**src/bce_pkg.sv**
```systemverilog
`default_nettype none
package bce_pkg;
  // Register addresses on the serial link (6-bit address field)
  localparam logic [5:0] A_REF_XL = 6'h08;
  localparam logic [5:0] A_REF_L  = 6'h09;
  localparam logic [5:0] A_REF_H  = 6'h0A;
  localparam logic [5:0] A_CTRL1  = 6'h20;
  localparam logic [5:0] A_CTRL2  = 6'h21;
  localparam logic [5:0] A_PINCTL = 6'h22;
  localparam logic [5:0] A_EVCFG  = 6'h23;
  localparam logic [5:0] A_EVSRC  = 6'h24;
  localparam logic [5:0] A_THSL   = 6'h25;
  localparam logic [5:0] A_THSH   = 6'h26;
  localparam logic [5:0] A_STAT   = 6'h27;
  localparam logic [5:0] A_P_XL   = 6'h28;
  localparam logic [5:0] A_P_L    = 6'h29;
  localparam logic [5:0] A_P_H    = 6'h2A;
  localparam logic [5:0] A_T_L    = 6'h2B;
  localparam logic [5:0] A_T_H    = 6'h2C;
  localparam logic [5:0] A_ACK    = 6'h2F;
  // Reset value of every configuration byte
  localparam logic [7:0] RST_BYTE = 8'h00;
  // control_one fields
  localparam int C1_PD    = 7;
  localparam int C1_ODR   = 4;
  localparam int C1_CMP   = 3;
  localparam int C1_BDU   = 2;
  localparam int C1_WIRE  = 0;
  // control_two fields
  localparam int C2_TRIM  = 7;
  localparam int C2_SRST  = 2;
  localparam int C2_AZ    = 1;
  localparam int C2_ONE   = 0;
  // event_pin_control fields
  localparam int PC_POL   = 7;
  localparam int PC_DRV   = 6;
  localparam int PC_S2    = 3;
  localparam int PC_S1    = 0;
  // event_config fields
  localparam int EC_LATCH = 2;
  localparam int EC_LOW   = 1;
  localparam int EC_HIGH  = 0;
  // sample_status fields
  localparam int ST_T     = 0;
  localparam int ST_P     = 1;
  // Event pin source codes and the one-shot rate code
  localparam logic [2:0] SRC_GND    = 3'h0;
  localparam logic [2:0] SRC_HIGH   = 3'h1;
  localparam logic [2:0] SRC_LOW    = 3'h2;
  localparam logic [2:0] SRC_EITHER = 3'h3;
  localparam logic [2:0] SRC_READY  = 3'h4;
  localparam logic [2:0] SRC_TRI    = 3'h7;
  localparam logic [2:0] ODR_ONE    = 3'h0;
  // Trim reload sequencer
  typedef enum logic [1:0] {TR_IDLE, TR_WAIT, TR_LOAD} bce_trim_t;
endpackage
`default_nettype wire

```
**src/bce_regs.sv**
```systemverilog
// Behaviour
// - Lock off: results refresh on every sample
// - Lock on: freeze result until other part read
// - Wire mode: read data on out or shared pin
// - Control two bits layout, all reset zero
// - Trim reload copies trim, then self-clears
// - Trim reload acts after one rate tick
// - Soft reset plus trim restores power-on config
// - Auto-zero stores reference, output becomes difference
// - Rate 000: trigger starts one acquisition
// - Conversion end: load results, status, clear trigger
// - Pin control bit 7 sets polarity
// - Pin control bit 6 picks push-pull/open-drain
// - Three-bit source select per event pin
// - Ready source shows new pressure available
// - Event config: latch, low, high enables
// - Low event when pressure below threshold
// - High event when pressure above threshold
// - Threshold low byte, reset zero
// - Comparison only while compare enable set
`timescale 1ns/1ps
`default_nettype none
module bce_regs
(
  // Clock and reset
  input  wire logic        CLK_I,
  input  wire logic        RSTN_I,
  // Serial port pins
  input  wire logic        CS_N_I,
  input  wire logic        SPC_I,
  input  wire logic        SDIO_I,
  output logic             SDIO_O,
  output logic             SDIO_OE_O,
  output logic             SDO_O,
  output logic             SDO_OE_O,
  // Event pins
  output logic             EVT1_O,
  output logic             EVT1_OE_O,
  output logic             EVT2_O,
  output logic             EVT2_OE_O,
  // Converter side
  input  wire logic        SMP_VALID_I,
  input  wire logic [23:0] SMP_PRESS_I,
  input  wire logic [15:0] SMP_TEMP_I,
  input  wire logic        ODR_TICK_I,
  input  wire logic        TRIM_DONE_I,
  output logic             CONV_START_O,
  output logic             TRIM_LOAD_O,
  output logic             POWER_UP_O,
  output logic [2:0]       RATE_SEL_O
);

  // Pin synchronisers and serial shift state
  logic       cs_n_s1, cs_n_s2, spc_s1, spc_s2, spc_s3, sdi_s1, sdi_s2;
  logic [2:0] bit_q;
  logic       hdr_q, rw_q, ms_q;
  logic [5:0] addr_q;
  logic [6:0] sh_q;
  logic [7:0] tx_q;
  // Register state
  logic [7:0]  ctrl1_q, pinctl_q, evcfg_q, thsl_q, thsh_q;
  logic        trim_q, srst_q, one_q, zero_on_q;
  logic [23:0] ref_q, raw_q, press_q;
  logic [15:0] temp_q;
  logic [1:0]  stat_q, flags_q;
  logic        plo_q, phi_q, tlo_q, thi_q;
  logic        conv_q, trim_load_q;
  logic [1:0]  evo_q, evoe_q;
  bce_pkg::bce_trim_t trim_st_q;

  // Serial decode
  logic        spc_rise, byte_end, drive, rd_stb, wr_stb;
  logic [5:0]  hdr_addr, rd_addr;
  logic [7:0]  wr_data, rd_data;
  assign spc_rise = spc_s2 & ~spc_s3;
  assign byte_end = spc_rise & ~cs_n_s2 & (bit_q == 3'h7);
  assign hdr_addr = {sh_q[4:0], sdi_s2};
  assign rd_addr  = hdr_q ? (ms_q ? addr_q + 6'h01 : addr_q) : hdr_addr;
  assign rd_stb   = byte_end & (hdr_q ? rw_q : sh_q[6]);
  assign wr_stb   = byte_end & hdr_q & ~rw_q;
  assign wr_data  = {sh_q, sdi_s2};
  assign drive    = ~cs_n_s2 & hdr_q & rw_q;

  // Register access decode
  logic wr_c1, wr_c2, soft_rst, rd_ack, rd_plo, rd_phi, rd_tlo, rd_thi;
  assign wr_c1    = wr_stb & (addr_q == bce_pkg::A_CTRL1);
  assign wr_c2    = wr_stb & (addr_q == bce_pkg::A_CTRL2);
  assign soft_rst = wr_c2 & wr_data[bce_pkg::C2_TRIM] & wr_data[bce_pkg::C2_SRST];
  assign rd_ack   = rd_stb & (rd_addr == bce_pkg::A_ACK);
  assign rd_plo   = rd_stb & ((rd_addr == bce_pkg::A_P_XL) | (rd_addr == bce_pkg::A_P_L));
  assign rd_phi   = rd_stb & (rd_addr == bce_pkg::A_P_H);
  assign rd_tlo   = rd_stb & (rd_addr == bce_pkg::A_T_L);
  assign rd_thi   = rd_stb & (rd_addr == bce_pkg::A_T_H);

  // Sample path, freeze and comparison
  logic        block_update_lock, pfrz, tfrz, cmp_en, hi_ev, lo_ev;
  logic [23:0] diff;
  logic [16:0] ths_s;
  logic [1:0]  ev_new, flags_d;
  assign block_update_lock    = ctrl1_q[bce_pkg::C1_BDU];
  assign pfrz   = block_update_lock & (plo_q | phi_q);
  assign tfrz   = block_update_lock & (tlo_q | thi_q);
  assign diff   = SMP_PRESS_I - (zero_on_q ? ref_q : 24'h000000);
  assign ths_s  = {1'b0, thsh_q, thsl_q};
  assign cmp_en = ctrl1_q[bce_pkg::C1_CMP];
  assign hi_ev  = cmp_en & evcfg_q[bce_pkg::EC_HIGH]
                  & ($signed({diff[23], diff[23:8]}) > $signed(ths_s));
  assign lo_ev  = cmp_en & evcfg_q[bce_pkg::EC_LOW]
                  & ($signed({diff[23], diff[23:8]}) < $signed(ths_s));
  assign ev_new = SMP_VALID_I ? {lo_ev, hi_ev} : 2'h0;
  // Latched flags hold until acknowledge, a new event wins over the clear
  assign flags_d = evcfg_q[bce_pkg::EC_LATCH]
                   ? ((rd_ack ? 2'h0 : flags_q) | ev_new)
                   : (SMP_VALID_I ? ev_new : (rd_ack ? 2'h0 : flags_q));

  // Event pin source selection
  function automatic logic pin_src(input logic [2:0] sel, input logic [1:0] fl,
                                   input logic rdy);
    logic v;
    v = 1'b0;
    unique case (sel)
      bce_pkg::SRC_HIGH:   v = fl[0];
      bce_pkg::SRC_LOW:    v = fl[1];
      bce_pkg::SRC_EITHER: v = |fl;
      bce_pkg::SRC_READY:  v = rdy;
      default:             v = 1'b0;
    endcase
    return v;
  endfunction

  logic [1:0] src_lvl, pin_tri, pin_act;
  assign src_lvl[0] = pin_src(pinctl_q[bce_pkg::PC_S1 +: 3], flags_q, stat_q[bce_pkg::ST_P]);
  assign src_lvl[1] = pin_src(pinctl_q[bce_pkg::PC_S2 +: 3], flags_q, stat_q[bce_pkg::ST_P]);
  assign pin_tri[0] = pinctl_q[bce_pkg::PC_S1 +: 3] == bce_pkg::SRC_TRI;
  assign pin_tri[1] = pinctl_q[bce_pkg::PC_S2 +: 3] == bce_pkg::SRC_TRI;
  assign pin_act    = src_lvl ^ {2{pinctl_q[bce_pkg::PC_POL]}};

  // Read data selection
  always_comb
  begin
    rd_data = 8'h00;
    unique case (rd_addr)
      bce_pkg::A_REF_XL: rd_data = ref_q[7:0];
      bce_pkg::A_REF_L:  rd_data = ref_q[15:8];
      bce_pkg::A_REF_H:  rd_data = ref_q[23:16];
      bce_pkg::A_CTRL1:  rd_data = ctrl1_q;
      bce_pkg::A_CTRL2:  rd_data = {trim_q, 4'h0, srst_q, 1'b0, one_q};
      bce_pkg::A_PINCTL: rd_data = pinctl_q;
      bce_pkg::A_EVCFG:  rd_data = {5'h00, evcfg_q[2:0]};
      bce_pkg::A_EVSRC:  rd_data = {5'h00, |flags_q, flags_q};
      bce_pkg::A_THSL:   rd_data = thsl_q;
      bce_pkg::A_THSH:   rd_data = thsh_q;
      bce_pkg::A_STAT:   rd_data = {6'h00, stat_q};
      bce_pkg::A_P_XL:   rd_data = press_q[7:0];
      bce_pkg::A_P_L:    rd_data = press_q[15:8];
      bce_pkg::A_P_H:    rd_data = press_q[23:16];
      bce_pkg::A_T_L:    rd_data = temp_q[7:0];
      bce_pkg::A_T_H:    rd_data = temp_q[15:8];
      default:           rd_data = 8'h00;
    endcase
  end

  // Pin synchronisers
  always_ff @(posedge CLK_I or negedge RSTN_I)
  begin
    if (!RSTN_I)
    begin
      {cs_n_s1, cs_n_s2} <= 2'h3;
      {spc_s1, spc_s2, spc_s3} <= 3'h7;
      {sdi_s1, sdi_s2} <= 2'h0;
    end
    else
    begin
      {cs_n_s1, cs_n_s2} <= {CS_N_I, cs_n_s1};
      {spc_s1, spc_s2, spc_s3} <= {SPC_I, spc_s1, spc_s2};
      {sdi_s1, sdi_s2} <= {SDIO_I, sdi_s1};
    end
  end

  // Serial shifter: header byte, then data bytes sampled on rising clock
  always_ff @(posedge CLK_I or negedge RSTN_I)
  begin
    if (!RSTN_I)
    begin
      bit_q  <= 3'h0;
      hdr_q  <= 1'b0;
      rw_q   <= 1'b0;
      ms_q   <= 1'b0;
      addr_q <= 6'h00;
      sh_q   <= 7'h00;
      tx_q   <= 8'h00;
    end
    else if (cs_n_s2)
    begin
      bit_q <= 3'h0;
      hdr_q <= 1'b0;
    end
    else if (spc_rise)
    begin
      bit_q <= bit_q + 3'h1;
      sh_q  <= {sh_q[5:0], sdi_s2};
      tx_q  <= rd_stb ? rd_data : {tx_q[6:0], 1'b0};
      if (bit_q == 3'h7)
      begin
        hdr_q  <= 1'b1;
        rw_q   <= hdr_q ? rw_q : sh_q[6];
        ms_q   <= hdr_q ? ms_q : sh_q[5];
        addr_q <= hdr_q ? (ms_q ? addr_q + 6'h01 : addr_q) : hdr_addr;
      end
    end
  end

  // Configuration registers and self-clearing commands
  always_ff @(posedge CLK_I or negedge RSTN_I)
  begin
    if (!RSTN_I)
    begin
      ctrl1_q <= bce_pkg::RST_BYTE;
      pinctl_q <= bce_pkg::RST_BYTE;
      evcfg_q <= bce_pkg::RST_BYTE;
      thsl_q <= bce_pkg::RST_BYTE;
      thsh_q <= bce_pkg::RST_BYTE;
      {trim_q, srst_q, one_q, zero_on_q, conv_q} <= 5'h00;
      ref_q <= 24'h000000;
    end
    else if (soft_rst)
    begin
      ctrl1_q <= bce_pkg::RST_BYTE;
      pinctl_q <= bce_pkg::RST_BYTE;
      evcfg_q <= bce_pkg::RST_BYTE;
      thsl_q <= bce_pkg::RST_BYTE;
      thsh_q <= bce_pkg::RST_BYTE;
      {trim_q, srst_q, one_q, zero_on_q, conv_q} <= 5'h00;
      ref_q <= 24'h000000;
    end
    else
    begin
      conv_q <= wr_c2 & wr_data[bce_pkg::C2_ONE]
                & (ctrl1_q[bce_pkg::C1_ODR +: 3] == bce_pkg::ODR_ONE);
      // Hardware clears first so a write of one in the same cycle wins
      if (trim_st_q == bce_pkg::TR_LOAD && TRIM_DONE_I)
        trim_q <= 1'b0;
      if (SMP_VALID_I)
        one_q <= 1'b0;
      if (wr_c1)
        ctrl1_q <= wr_data;
      if (wr_c2)
      begin
        srst_q <= wr_data[bce_pkg::C2_SRST];
        if (wr_data[bce_pkg::C2_TRIM])
          trim_q <= 1'b1;
        if (wr_data[bce_pkg::C2_ONE] && ctrl1_q[bce_pkg::C1_ODR +: 3] == bce_pkg::ODR_ONE)
          one_q <= 1'b1;
        if (wr_data[bce_pkg::C2_AZ])
        begin
          ref_q     <= raw_q;
          zero_on_q <= 1'b1;
        end
      end
      if (wr_stb && addr_q == bce_pkg::A_REF_XL) ref_q[7:0] <= wr_data;
      if (wr_stb && addr_q == bce_pkg::A_REF_L)  ref_q[15:8] <= wr_data;
      if (wr_stb && addr_q == bce_pkg::A_REF_H)  ref_q[23:16] <= wr_data;
      if (wr_stb && addr_q == bce_pkg::A_PINCTL) pinctl_q <= wr_data;
      if (wr_stb && addr_q == bce_pkg::A_EVCFG)  evcfg_q <= {5'h00, wr_data[2:0]};
      if (wr_stb && addr_q == bce_pkg::A_THSL)   thsl_q <= wr_data;
      if (wr_stb && addr_q == bce_pkg::A_THSH)   thsh_q <= wr_data;
    end
  end

  // Trim reload waits for the next rate tick, then requests the copy
  always_ff @(posedge CLK_I or negedge RSTN_I)
  begin
    if (!RSTN_I)
    begin
      trim_st_q   <= bce_pkg::TR_IDLE;
      trim_load_q <= 1'b0;
    end
    else
    begin
      trim_load_q <= 1'b0;
      unique case (trim_st_q)
        bce_pkg::TR_IDLE: if (trim_q && !soft_rst) trim_st_q <= bce_pkg::TR_WAIT;
        bce_pkg::TR_WAIT:
          if (ODR_TICK_I)
          begin
            trim_st_q   <= bce_pkg::TR_LOAD;
            trim_load_q <= 1'b1;
          end
        bce_pkg::TR_LOAD: if (TRIM_DONE_I) trim_st_q <= bce_pkg::TR_IDLE;
      endcase
    end
  end

  // Output results, lock tracking (idle while unlocked, no stale freeze), status, event flags
  always_ff @(posedge CLK_I or negedge RSTN_I)
  begin
    if (!RSTN_I)
    begin
      raw_q   <= 24'h000000;
      press_q <= 24'h000000;
      temp_q  <= 16'h0000;
      stat_q  <= 2'h0;
      flags_q <= 2'h0;
      {plo_q, phi_q, tlo_q, thi_q} <= 4'h0;
    end
    else
    begin
      flags_q <= flags_d;
      {plo_q, phi_q} <= (!block_update_lock || ((plo_q | rd_plo) & (phi_q | rd_phi))) ? 2'h0
                        : {plo_q | rd_plo, phi_q | rd_phi};
      {tlo_q, thi_q} <= (!block_update_lock || ((tlo_q | rd_tlo) & (thi_q | rd_thi))) ? 2'h0
                        : {tlo_q | rd_tlo, thi_q | rd_thi};
      stat_q[bce_pkg::ST_P] <= SMP_VALID_I | (stat_q[bce_pkg::ST_P] & ~rd_phi);
      stat_q[bce_pkg::ST_T] <= SMP_VALID_I | (stat_q[bce_pkg::ST_T] & ~rd_thi);
      if (SMP_VALID_I)
      begin
        raw_q <= SMP_PRESS_I;
        if (!pfrz) press_q <= diff;
        if (!tfrz) temp_q  <= SMP_TEMP_I;
      end
    end
  end

  // Event pin drivers: push-pull drives the level, open-drain only pulls low
  always_ff @(posedge CLK_I or negedge RSTN_I)
  begin
    if (!RSTN_I)
    begin
      evo_q  <= 2'h0;
      evoe_q <= 2'h0;
    end
    else if (pinctl_q[bce_pkg::PC_DRV])
    begin
      evo_q  <= 2'h0;
      evoe_q <= ~pin_tri & ~pin_act;
    end
    else
    begin
      evo_q  <= pin_act;
      evoe_q <= ~pin_tri;
    end
  end

  // Pin and converter outputs
  assign SDO_O        = tx_q[7];
  assign SDIO_O       = tx_q[7];
  assign SDO_OE_O     = drive & ~ctrl1_q[bce_pkg::C1_WIRE];
  assign SDIO_OE_O    = drive & ctrl1_q[bce_pkg::C1_WIRE];
  assign EVT1_O       = evo_q[0];
  assign EVT1_OE_O    = evoe_q[0];
  assign EVT2_O       = evo_q[1];
  assign EVT2_OE_O    = evoe_q[1];
  assign CONV_START_O = conv_q;
  assign TRIM_LOAD_O  = trim_load_q;
  assign POWER_UP_O   = ctrl1_q[bce_pkg::C1_PD];
  assign RATE_SEL_O   = ctrl1_q[bce_pkg::C1_ODR +: 3];

endmodule // bce_regs
`default_nettype wire

```
**config.mk**
```make
export PLATFORM = sky130hd
export DESIGN_NAME = bce_regs
export DESIGN_NICKNAME = d
export VERILOG_FILES = /design/src/bce_pkg.sv /design/src/bce_regs.sv
export SDC_FILE = /design/constraint.sdc
export NUM_CORES = 1
export LEC_CHECK = 0
export CORE_MARGIN = 2
export CORE_UTILIZATION = 55
export DETAILED_ROUTE_END_ITERATION = 10
export DONT_BUFFER_PORTS = 1
export PLACE_DENSITY = 0.78
export SLEW_MARGIN = 20
export SYNTH_ARGS = -nofsm -noshare
export SYNTH_HDL_FRONTEND = slang
export SYNTH_SLANG_ARGS = --single-unit
```
**constraint.sdc**
```tcl
create_clock -name CLK_I -period 6.05 [get_ports CLK_I]
set_input_delay 1.21 -clock CLK_I [delete_from_list [all_inputs] [get_ports CLK_I]]
set_output_delay 1.21 -clock CLK_I [all_outputs]
set_load 0.01 [all_outputs]
```
* Yosys cells after proc, flatten, opt, wreduce, memory -nomap -nowiden
Index checks and enable logic that the tools add are counted.
** Cells by class
- Add/subtract/negate cells :: 3
- Magnitude comparators :: 2
- Eq/ne operators :: 42
- Muxes and demuxes :: 57
- Bitwise operators :: 54
- Reduce and logical (&&, ||, !) cells :: 43
** Operators with widths (number)
- $pmux 8 s16 :: 1
- $eq 6x6->1 const B :: 20
- $mux 24 :: 4
- $mux 8 :: 12
- $eq 6x4->1 const B :: 6
- $and 1x1->1 :: 31
- $sub 24x24->24 :: 1
- $mux 2 :: 11
- $mux 1 :: 20
- $reduce_bool 2->1 :: 9
- $reduce_bool 3->1 :: 6
- $gt 16x17->1 :: 1
- $lt 16x17->1 :: 1
- $reduce_and 2->1 :: 8
- $eq 3x3->1 const B :: 5
- $eq 3x2->1 const B :: 4
- $mux 3 :: 4
- $mux 6 :: 2
- $logic_and 1x1->1 :: 10
- $not 1->1 :: 9
- $or 1x1->1 :: 9
- $pmux 1 s4 :: 2
- $add 6x1->6 const B :: 1
- $eq 3x1->1 const B :: 2
- 16 further kinds :: 22
** Storage, ports and cells
- Register bits after elaboration :: 177
- Input bits :: 48
- Output and inout bits :: 14
- Logic and storage cells :: 241

* Logic depth before layout (Yosys ltp)
Gate-level depths: netlist (run 1).
- Depth after elaboration :: 13
- Mapped depth :: 19
- Gate-level depth less buffers :: 17

* Least setup slack after synthesis (run 1)
OpenSTA, ideal clock, no wires.
- Path type :: input to register
- Start :: input port SMP_PRESS_I[0]
- End :: register flags_q[0]
- Setup time :: 0.122 ns
- Data arrival time :: 4.300 ns
- Required time :: 5.928 ns
- Path slack :: 1.628 ns
- Cell stages on the path :: 17
- Buffers on the path :: 0
- Cells stage by stage :: inv_1 > ha_1 > fa_1 > nor2b_1 > o211ai_1 > a211oi_1 > o21ai_1 > a31oi_1 > o21ai_0 > and2_1 > ha_1 > a21oi_1 > o21ai_0 > a21o_1 > a221o_1 > a21o_1 > a32o_1
** On the way
- Longest elaborated chain between the ends :: 6
- Elaborated cells on any way between the ends :: 7
- Those cells by class :: 1 x add/sub; 1 x order compare; 3 x mux; 2 x bitwise
** RTL lines
- start: declaration :: line bce_regs.sv:43 : input wire logic [23:0] SMP_PRESS_I,
- $sub 24x24->24 * :: line bce_regs.sv:103 : assign diff = SMP_PRESS_I - (zero_on_q ? ref_q : 24'h000000);
- named net diff[18] :: line bce_regs.sv:97 : logic [23:0] diff;
- $gt 16x17->1 * :: line bce_regs.sv:107 : & ($signed({diff[23], diff[23:8]}) > $signed(ths_s));
- $and 1x1->1 * :: line bce_regs.sv:107
- $mux 2 * :: line bce_regs.sv:110 : assign ev_new = SMP_VALID_I ? {lo_ev, hi_ev} : 2'h0;
- $mux 2 or $or 2x2->2 (tied branches) :: line bce_regs.sv:114, bce_regs.sv:113
- $mux 2 * :: line bce_regs.sv:113 : ? ((rd_ack ? 2'h0 : flags_q) | ev_new)
- named net flags_d[0] :: line bce_regs.sv:99 : logic [1:0] ev_new, flags_d;
- end signal: assignment :: line bce_regs.sv:308 : flags_q <= flags_d;
- end: declaration :: line bce_regs.sv:65 : logic [1:0] stat_q, flags_q;
The timed path passes the listed nets; every way through them passes the cells marked *.
A chain may end at the register's enable or synchronous reset.

* Worst setup path after layout (run 1)
- Start :: register zero_on_q
- End :: register flags_q[0]
** On the way
- Longest elaborated chain between the ends :: 7
- Elaborated cells on any way between the ends :: 8
- Those cells by class :: 1 x add/sub; 1 x order compare; 4 x mux; 2 x bitwise
** RTL lines
- start: declaration :: line bce_regs.sv:62 : logic trim_q, srst_q, one_q, zero_on_q;
- start signal: assignment :: line bce_regs.sv:223 : {trim_q, srst_q, one_q, zero_on_q, conv_q} <= 5'h00;
- start signal: assignment :: line bce_regs.sv:233 : {trim_q, srst_q, one_q, zero_on_q, conv_q} <= 5'h00;
- start signal: assignment :: line bce_regs.sv:257 : zero_on_q <= 1'b1;
- $mux 24 * :: line bce_regs.sv:103
- $sub 24x24->24 * :: line bce_regs.sv:103
- named net diff[15] :: line bce_regs.sv:97
- $gt 16x17->1 * :: line bce_regs.sv:107
- $and 1x1->1 * :: line bce_regs.sv:107
- $mux 2 * :: line bce_regs.sv:110
- $mux 2 or $or 2x2->2 (tied branches) :: line bce_regs.sv:114, bce_regs.sv:113
- $mux 2 * :: line bce_regs.sv:113
- named net flags_d[0] :: line bce_regs.sv:99
Marks and branches as above.

==> metrics.txt, run 1 <==
# TYPE chip_impl_metric gauge
chip_impl_info{name="worst_path_max_delay_cell",value="sky130_fd_sc_hd__dfrtp_1"} 1
chip_impl_metric{name="area_enclosed_by_the_die_boundary",unit="um^2"} 20460
chip_impl_info{name="rsz0062_at_grt",value="no"} 1
chip_impl_metric{name="layout-drive-gt1-share",unit="%"} 13.08
chip_impl_metric{name="synth_sequential_area_ratio",unit="%"} 41.71
chip_impl_metric{name="cp.required",unit="ns"} 6.38
chip_impl_metric{name="synth_fp_nets",unit=""} 1238
chip_impl_info{name="most_instantiated_flip_flop_cell_in_the_synthesis_netlist",value="sky130_fd_sc_hd__dfrtp_1"} 1
chip_impl_metric{name="share_of_the_synthesized_netlist_area_taken_by_xor_and_xnor_gates",unit="%"} 1.718
chip_impl_metric{name="post_synth_fa_ha_maj_area_fraction",unit="%"} 6.189
chip_impl_metric{name="holdPathStages",unit=""} 0
chip_impl_metric{name="globalRouteOverflowTotal",unit=""} 0
chip_impl_metric{name="gr-usage-met3",unit="%"} 6.103
chip_impl_metric{name="core.rowCount",unit=""} 50
chip_impl_metric{name="antenna_found_initial",unit=""} 0
chip_impl_metric{name="final-max-slew-violation-count",unit=""} 0
chip_impl_metric{name="post-synth-top-area-fraction",unit="%"} 40.48
chip_impl_metric{name="setup-tns-final",unit="ns"} 0
chip_impl_metric{name="areaGrowthSynthToFinish",unit="%"} 7.107
chip_impl_metric{name="yosys.area_share.simple",unit="%"} 18.05
chip_impl_metric{name="post_synthesis_compound_gate_area_fraction",unit="%"} 19.46
chip_impl_metric{name="critical_path.n_buffers_inverters",unit=""} 0
chip_impl_info{name="cts_root_buf",value="sky130_fd_sc_hd__clkbuf_16"} 1
chip_impl_metric{name="grt_pass1_vias",unit=""} 8556
chip_impl_metric{name="cts-resized-gates",unit=""} 0
chip_impl_info{name="synth.area.top_cells",value="sky130_fd_sc_hd__dfrtp_1, sky130_fd_sc_hd__mux2_2, sky130_fd_sc_hd__nand2_1, sky130_fd_sc_hd__ha_1, sky130_fd_sc_hd__o21ai_0"} 1
chip_impl_metric{name="floorplan.io_pins",unit=""} 62
chip_impl_metric{name="clock_latency",unit="ns"} 0.45
chip_impl_metric{name="num_vias",unit=""} 8955
chip_impl_metric{name="fin_crit",unit="ns"} 4.882
chip_impl_metric{name="globalRouteMet2Util",unit="%"} 47.12
chip_impl_metric{name="placement.io_buffers",unit=""} 0
chip_impl_metric{name="drt_pre_antenna_iters",unit=""} 6
chip_impl_metric{name="worst_slew_margin_rel",unit="%"} 23.75
chip_impl_metric{name="post_synth.cell_area_avg",unit="um^2"} 9.344
chip_impl_metric{name="ant_nets",unit=""} 0
chip_impl_metric{name="die_x",unit="um"} 143.1
chip_impl_info{name="critPathTopFamily",value="compound AO/OA/AOI/OAI gates"} 1
chip_impl_metric{name="detail_route.drc_violations",unit=""} 0
chip_impl_info{name="synth_area_leader_cell",value="sky130_fd_sc_hd__dfrtp_1"} 1
chip_impl_metric{name="timing.fmax",unit="MHz"} 204.9
chip_impl_metric{name="worst-path-stages",unit=""} 16
chip_impl_info{name="setup.worst_path.start_class",value="register"} 1
chip_impl_metric{name="worstPathArrival",unit="ns"} 5.21
chip_impl_metric{name="antenna-diode-count",unit=""} 0
chip_impl_metric{name="finalPower",unit="mW"} 3.004
chip_impl_info{name="classification_of_the_worst_slack_hold_path",value="register to register"} 1
chip_impl_metric{name="gp_congestion",unit=""} 0.9845
chip_impl_metric{name="skew",unit="ns"} 0.01495
chip_impl_metric{name="synth-warning-count",unit=""} 0
chip_impl_metric{name="place_hpwl",unit="mm"} 22.14
chip_impl_metric{name="final_stage_net_count",unit=""} 1203
chip_impl_metric{name="power.density_cell_area",unit="nW/um^2"} 263.8
chip_impl_metric{name="p_leak",unit="nW"} 4.743
chip_impl_metric{name="crit_path_max_fanout",unit=""} 25
chip_impl_metric{name="cts_hold_repair.buffers",unit=""} 0
chip_impl_info{name="critical_path.cell_chain",value="nand2_1 > ha_1 > nand2_1 > nor3_1 > a21boi_1 > o21bai_1 > a311oi_1 > or3_1 > nand3_1 > ha_1 > a21o_1 > a21oi_1 > o21ai_0 > a221o_1 > a21o_1 > a32o_1"} 1
chip_impl_metric{name="dieHeight",unit="um"} 143.1
chip_impl_metric{name="clock_path_buffers",unit=""} 2
chip_impl_info{name="synth.top_cells.by_count",value="sky130_fd_sc_hd__nand2_1, sky130_fd_sc_hd__dfrtp_1, sky130_fd_sc_hd__o21ai_0, sky130_fd_sc_hd__nor2_1, sky130_fd_sc_hd__a21oi_1"} 1
chip_impl_metric{name="reg2regPathDepth",unit=""} 16
chip_impl_metric{name="global_route.usage.total",unit="%"} 31.67
chip_impl_metric{name="final.period_utilization",unit="%"} 80.69
chip_impl_metric{name="vdd_drop_max",unit="mV"} 0.2066
chip_impl_metric{name="clk_pin_slew_worst_paths",unit="ns"} 0.07
chip_impl_metric{name="post_synth_inst_count",unit=""} 1138
chip_impl_metric{name="initial_utilization",unit="%"} 56.47
chip_impl_metric{name="grt_first_pass_wirelength",unit="mm"} 48.76
chip_impl_metric{name="final-hold-violation-count",unit=""} 0
chip_impl_metric{name="tritoncts_buffers",unit=""} 17
chip_impl_metric{name="globalRouteMet1Util",unit="%"} 45.18
chip_impl_metric{name="async_flop_share",unit="%"} 100.0
chip_impl_metric{name="synth.ff_latch_count",unit=""} 177
chip_impl_info{name="endpoint_kind",value="register"} 1
chip_impl_metric{name="report.final.setup_viol",unit=""} 0
chip_impl_metric{name="synthMuxAreaShare",unit="%"} 8.460
chip_impl_info{name="crit_type",value="register to register"} 1
chip_impl_metric{name="ctsHtreeMaxLevel",unit=""} 4
chip_impl_metric{name="mappedNetlistArea",unit="um^2"} 10630
chip_impl_info{name="synth_top_family_by_area",value="compound AO/OA/AOI/OAI gates"} 1
chip_impl_metric{name="synth.distinct_cells",unit=""} 86
chip_impl_metric{name="post-cts-setup-buffers",unit=""} 0
chip_impl_info{name="cts_tree",value="done"} 1
chip_impl_metric{name="core_region_area",unit="um^2"} 18830
chip_impl_metric{name="drt-vias-per-instance",unit=""} 6.508
chip_impl_metric{name="drt-initial-drc-count",unit=""} 1068
chip_impl_metric{name="detail_route.wirelength",unit="mm"} 31.43
chip_impl_metric{name="drv_cap",unit=""} 0
chip_impl_metric{name="tightestPinTransition",unit="ns"} 1.140
chip_impl_metric{name="drt-wirelength-per-cell",unit="um"} 22.84
chip_impl_info{name="status",value="finished clean"} 1
chip_impl_metric{name="largest_net_degree_at_the_start_of_global_routing",unit=""} 178
chip_impl_metric{name="cp_slowest_stage_delay",unit="ns"} 0.95
chip_impl_metric{name="cts_num_sinks",unit=""} 177
chip_impl_info{name="synth_most_common_cell",value="sky130_fd_sc_hd__nand2_1"} 1
chip_impl_info{name="gr-max-usage-layer",value="met2"} 1
chip_impl_metric{name="synth_enable_flop_cells",unit=""} 0
## cell type report
type	instances	area [um^2]
clock inverter	11	177.7
inverter	41	153.9
sequential	177	4436
timing repair buffer	13	97.59
tap	260	325.3
multi-input combinational	853	5739
clock buffer	21	460.4
fill	1629	7441
## cells by family (layout without fill, tap and decap cells)
kind of cell / after synthesis / in the layout
compound gates: 298 / 298
xor+xnor: 20 / 20
fa+ha+maj: 52 / 52
buf+inv: 108 / 86
flops: 177 / 177
mux: 82 / 82
simple gates: 401 / 401
## cell usage in the layout (no fill, tap or decap), drive strengths merged, types with 7 or more instances in the layout
cell type    n
mux2        60
dfrtp      172
a221oi       9
nand3       52
inv         43
nand4        7
nand2      173
o211ai       8
or3         10
a22oi       38
o21ai       77
nor2b        9
ha          51
a31oi       13
nor2        72
and2        13
o31ai        8
clkbuf      21
nand2b      16
nor3        18
a21o        18
and3         8
xor2         8
mux2i       22
xnor2       12
a21oi       67
a211oi       9
buf         13
## metal layers
| metal | share of wire (%) | up-vias |
|---|---|---|
| li1 | - | 4019 |
| met1 | 42 | 4376 |
| met2 | 44 | 471 |
| met3 | 8.9 | 89 |
| met4 | 4.6 | 0 |
| met5 | 0 | - |
## worst register-to-register path: cells and delay by family, from the launching register on
family	cells	cell delay (ns)
and+or+nand+nor	5	0.90
AOI/OAI and AO/OA	9	2.17
adders and majority gates	2	0.73
DFF	1	0.95
## where the power goes
group	internal (mW)	switching (mW)
combinational	0.164	0.230
sequential	1.27	0.131
clock	0.719	0.495
total	2.15	0.856
## metrics by stage
stage | setup slack (ns) | cells | hold slack [ns] | util, % | cell area (um^2)
floorplan | 1.628 | 1138 | 0.3312 | - | 10630
global placement | 1.213 | 1344 | 0.3333 | 57.07 | 10750
detailed placement | 1.108 | 1344 | 0.3497 | 57.07 | 10750
CTS | 1.299 | 1376 | 0.3601 | 60.46 | 11380
global route | 0.8034 | 1376 | 0.3630 | 60.49 | 11390
finish | 1.168 | 1376 | 0.3586 | 60.49 | 11390
## flip-flops by register name, indices dropped and copies added, names as in the netlist, 3 cells and up
signal and cells:
tx_q 8, evcfg_q 3, temp_q 16, pinctl_q 8
bit_q 3, thsh_q 8, sh_q 7, ref_q 24
press_q 24, addr_q 6, raw_q 24, ctrl1_q 8
thsl_q 8
## worst paths after layout
| path | from | endpoint | slack [ns] |
|---|---|---|---|
| setup reg to reg | zero_on_q$_DFFE_PN0P_ | flags_q[0]$_DFF_PN0_ | 1.17 |
| hold reg to reg | spc_s1$_DFF_PN1_ | spc_s2$_DFF_PN1_ | 0.36 |
| max in group asynchronous | RSTN_I | spc_s3$_DFF_PN1_ | 5.31 |
| min in group asynchronous | RSTN_I | ref_q[22]$_DFFE_PN0P_ | 0.46 |
| setup / recovery | zero_on_q$_DFFE_PN0P_ | flags_q[0]$_DFF_PN0_ | 1.17 |
| hold / removal | spc_s1$_DFF_PN1_ | spc_s2$_DFF_PN1_ | 0.36 |
No activity file was read; power rests on OpenSTA's default activity.
==> inputs of run 2 (changes only) <==
--- a/config.mk
+++ b/config.mk
@@ -5,6 +5,7 @@
 export SDC_FILE = /design/constraint.sdc
 export NUM_CORES = 1
 export LEC_CHECK = 0
+export ABC_AREA = 1
 export CORE_MARGIN = 2
 export CORE_UTILIZATION = 55
 export DETAILED_ROUTE_END_ITERATION = 10
==> constraint.sdc (replaced) <==
create_clock -name CLK_I -period 4.95 [get_ports CLK_I]
set_input_delay 0.99 -clock CLK_I [delete_from_list [all_inputs] [get_ports CLK_I]]
set_output_delay 0.99 -clock CLK_I [all_outputs]
set_load 0.01 [all_outputs]
==> metrics.txt, run 2 <==
# TYPE chip_impl_metric gauge
chip_impl_metric{name="skew",unit="ns"} 0.01115
chip_impl_metric{name="final_stage_net_count",unit=""} 1491
chip_impl_metric{name="async_flop_share",unit="%"} 100.0
chip_impl_info{name="topRoutingLayerUsed",value="met4"} 1
chip_impl_info{name="synth_most_common_cell",value="sky130_fd_sc_hd__nand2_1"} 1
chip_impl_metric{name="tightestPinTransition",unit="ns"} 1.110
chip_impl_info{name="synth.top_cells.by_count",value="sky130_fd_sc_hd__nand2_1, sky130_fd_sc_hd__dfrtp_1, sky130_fd_sc_hd__inv_1, sky130_fd_sc_hd__o21ai_0, sky130_fd_sc_hd__nand3_1"} 1
chip_impl_info{name="critical-path-top-cell-by-count",value="sky130_fd_sc_hd__o21ai_0"} 1
chip_impl_metric{name="post-cts-setup-buffers",unit=""} 0
chip_impl_metric{name="die_x",unit="um"} 143.3
chip_impl_metric{name="met3WireLength",unit="mm"} 2.515
chip_impl_metric{name="num-fill-cells",unit=""} 1758
chip_impl_metric{name="vdd_drop_max",unit="mV"} 0.2424
chip_impl_metric{name="mappedNetlistArea",unit="um^2"} 10670
chip_impl_metric{name="power.internal",unit="mW"} 2.407
chip_impl_metric{name="cts-resized-gates",unit=""} 0
chip_impl_metric{name="critical_path.n_buffers_inverters",unit=""} 2
chip_impl_info{name="critPathTopFamily",value="compound AO/OA/AOI/OAI gates"} 1
chip_impl_metric{name="drt-vias-per-instance",unit=""} 5.741
chip_impl_info{name="cts_root_buf",value="sky130_fd_sc_hd__clkbuf_16"} 1
chip_impl_info{name="rsz0062_at_grt",value="no"} 1
chip_impl_metric{name="clk_pin_slew_worst_paths",unit="ns"} 0.08
chip_impl_metric{name="areaGrowthSynthToFinish",unit="%"} 6.464
chip_impl_metric{name="globalRouteOverflowTotal",unit=""} 0
chip_impl_info{name="crit_type",value="register to register"} 1
chip_impl_metric{name="post_synth.cell_area_avg",unit="um^2"} 7.505
chip_impl_metric{name="clkPwrFrac",unit="%"} 38.7
chip_impl_metric{name="core_region_area",unit="um^2"} 18890
chip_impl_metric{name="drt_pre_antenna_iters",unit=""} 8
chip_impl_metric{name="logic_gate_share_of_total_power",unit="%"} 16.2
chip_impl_metric{name="hold_slack",unit="ns"} 0.2303
chip_impl_info{name="setup.worst_path.start_class",value="register"} 1
chip_impl_metric{name="core.rowCount",unit=""} 50
chip_impl_info{name="synth.area.top_cells",value="sky130_fd_sc_hd__dfrtp_1, sky130_fd_sc_hd__nand2_1, sky130_fd_sc_hd__o21ai_0, sky130_fd_sc_hd__nand3_1, sky130_fd_sc_hd__ha_1"} 1
chip_impl_metric{name="cp_slowest_stage_delay",unit="ns"} 0.64
chip_impl_metric{name="clock_latency",unit="ns"} 0.45
chip_impl_metric{name="post-synth-top-area-fraction",unit="%"} 40.36
chip_impl_metric{name="netSwitchingPower",unit="mW"} 1.168
chip_impl_metric{name="global_route.usage.total",unit="%"} 31.70
chip_impl_info{name="critical_path.cell_chain",value="nand2_1 > inv_1 > ha_1 > fa_1 > o21ai_0 > a31oi_1 > o21ai_0 > xor2_1 > ha_1 > nand2_1 > inv_1 > o21ai_0 > o211ai_1 > a21oi_1 > nor2_1 > o21bai_1 > nand3b_1 > nand2_1 > o21ai_0"} 1
chip_impl_metric{name="drv_cap",unit=""} 0
chip_impl_metric{name="floorplan.io_pins",unit=""} 62
chip_impl_metric{name="synth.distinct_cells",unit=""} 51
chip_impl_info{name="synth_area_leader_cell",value="sky130_fd_sc_hd__dfrtp_1"} 1
chip_impl_metric{name="seq_power_share",unit="%"} 45.1
chip_impl_metric{name="place_hpwl",unit="mm"} 22.62
chip_impl_metric{name="fin_crit",unit="ns"} 4.066
chip_impl_metric{name="worst_slew_margin_rel",unit="%"} 25.21
chip_impl_metric{name="p_leak",unit="nW"} 5.497
chip_impl_metric{name="layout-drive-gt1-share",unit="%"} 6.410
chip_impl_metric{name="antenna_found_initial",unit=""} 0
chip_impl_info{name="top_regs",value="press_q (24), raw_q (24), ref_q (24)"} 1
chip_impl_metric{name="drt-wirelength-per-cell",unit="um"} 18.48
chip_impl_metric{name="synth_sequential_area_ratio",unit="%"} 41.59
chip_impl_metric{name="gp_congestion",unit=""} 0.9669
chip_impl_metric{name="ctsHtreeMaxLevel",unit=""} 4
chip_impl_metric{name="cts_hold_repair.buffers",unit=""} 0
chip_impl_info{name="most-common-layout-cells",value="sky130_fd_sc_hd__nand2_1, sky130_fd_sc_hd__dfrtp_1, sky130_fd_sc_hd__inv_1, sky130_fd_sc_hd__o21ai_0, sky130_fd_sc_hd__nand3_1"} 1
chip_impl_metric{name="synth.ff_latch_count",unit=""} 177
chip_impl_info{name="cts_tree",value="done"} 1
chip_impl_metric{name="drt-initial-drc-count",unit=""} 1037
chip_impl_metric{name="worstPathArrival",unit="ns"} 4.38
chip_impl_metric{name="routed-wl-met2",unit="mm"} 14.06
chip_impl_metric{name="ant_nets",unit=""} 0
chip_impl_metric{name="p_sw_share",unit="%"} 32.67
chip_impl_metric{name="num_vias",unit=""} 9553
chip_impl_metric{name="synth-warning-count",unit=""} 0
chip_impl_metric{name="dieHeight",unit="um"} 143.3
chip_impl_metric{name="detail_route.wirelength",unit="mm"} 30.76
chip_impl_metric{name="grt_first_pass_wirelength",unit="mm"} 49.40
chip_impl_metric{name="largest_net_degree_at_the_start_of_global_routing",unit=""} 178
chip_impl_metric{name="r2r_setup_slack",unit="ns"} 0.88
chip_impl_info{name="worst_path_max_delay_cell",value="sky130_fd_sc_hd__dfrtp_1"} 1
chip_impl_info{name="endpoint_kind",value="register"} 1
chip_impl_metric{name="placement.io_buffers",unit=""} 0
chip_impl_info{name="final_common_cell",value="sky130_fd_sc_hd__nand2_1"} 1
chip_impl_metric{name="timing.fmax",unit="MHz"} 245.9
chip_impl_metric{name="post_synth_inst_count",unit=""} 1421
chip_impl_metric{name="tritoncts_buffers",unit=""} 17
chip_impl_info{name="most_instantiated_flip_flop_cell_in_the_synthesis_netlist",value="sky130_fd_sc_hd__dfrtp_1"} 1
chip_impl_metric{name="report.final.setup_viol",unit=""} 0
chip_impl_metric{name="synth_enable_flop_cells",unit=""} 0
chip_impl_metric{name="cp.required",unit="ns"} 5.26
chip_impl_metric{name="clock_path_buffers",unit=""} 2
chip_impl_metric{name="route.layer.met1.wl",unit="mm"} 13.20
chip_impl_metric{name="grt_pass1_vias",unit=""} 9081
chip_impl_metric{name="crit_path_max_fanout",unit=""} 25
chip_impl_metric{name="area_enclosed_by_the_die_boundary",unit="um^2"} 20520
chip_impl_info{name="classification_of_the_worst_slack_hold_path",value="primary input to asynchronous set/reset pin"} 1
chip_impl_metric{name="initial_utilization",unit="%"} 56.45
chip_impl_metric{name="power.density_cell_area",unit="nW/um^2"} 314.8
chip_impl_metric{name="synth_fp_nets",unit=""} 1521
chip_impl_metric{name="cts_num_sinks",unit=""} 177
chip_impl_metric{name="final-hold-violation-count",unit=""} 0
chip_impl_metric{name="setup-tns-final",unit="ns"} 0
chip_impl_metric{name="final-max-slew-violation-count",unit=""} 0
chip_impl_info{name="status",value="finished clean"} 1
chip_impl_metric{name="detail_route.drc_violations",unit=""} 0
chip_impl_metric{name="antenna-diode-count",unit=""} 0
chip_impl_metric{name="final.period_utilization",unit="%"} 82.14
run 2: worst paths after layout:
check | start | endpoint | cells after the start
hold reg to reg | cs_n_s1$_DFF_PN1_ | cs_n_s2$_DFF_PN1_ | 0
hold / removal | RSTN_I | sdi_s2$_DFF_PN0_ | 0
setup reg to reg | zero_on_q$_DFFE_PN0P_ | flags_q[0]$_DFF_PN0_ | 19
setup / recovery | zero_on_q$_DFFE_PN0P_ | flags_q[0]$_DFF_PN0_ | 19
max in group asynchronous | RSTN_I | ctrl1_q[0]$_DFFE_PN0P_ | 0
min in group CLK_I | cs_n_s1$_DFF_PN1_ | cs_n_s2$_DFF_PN1_ | 0
run 2: kinds of logic (layout without fill, tap and decap cells):
logic type	Yosys count	after routing	share of synthesized area, %
AO/OA/AOI/OAI	233	233	12.07
XOR/XNOR	21	21	1.724
adder cells (fa/ha/maj)	52	52	6.171
buffers and inverters	201	184	7.790
flip-flops	177	177	41.59
multiplexers	16	16	1.689
AND/OR/NAND/NOR	721	721	28.97
run 2: layout make-up:
class / instances / area (um^2) / area share, %
clock buffers: 17 / 425.4 / 3.747
multi-input cells: 1043 / 5404 / 47.59
flip-flops and latches: 177 / 4436 / 39.06
clock inverters: 15 / 180.2 / 1.587
inverters: 149 / 561.8 / 4.948
repair buffers: 3 / 22.52 / 0.1983
well taps: 260 / 325.3 / 2.865
run 2: stage by stage:
step	util (%)	area (um^2)	setup slack [ns]	power, mW	cells
after global routing	60.10	11350	0.4381	3.723	1664
after detailed placement	56.89	10750	0.6939	2.203	1632
after CTS	60.10	11350	0.9336	3.568	1664
final	60.10	11350	0.8838	3.575	1664
after global placement	56.89	10750	0.7437	2.191	1632
after floorplan	-	10670	1.185	2.069	1421
run 2: power groups by stage:
| stage | Clock [mW] | Combinational, mW | Sequential [mW] |
|---|---|---|---|
| after floorplan | 0 | 0.454 | 1.61 |
| after global placement | 0 | 0.556 | 1.64 |
| after detailed placement | 0 | 0.565 | 1.64 |
| after CTS | 1.39 | 0.570 | 1.61 |
| after global routing | 1.45 | 0.650 | 1.63 |
| final | 1.38 | 0.580 | 1.61 |
run 2: layer usage:
| layer | track usage, % | vias to the layer above |
|---|---|---|
| li1 | - | 4567 |
| met1 | 43.23 | 4476 |
| met2 | 49.81 | 433 |
| met3 | 6.808 | 77 |
| met4 | 12.07 | 0 |
| met5 | 0 | - |
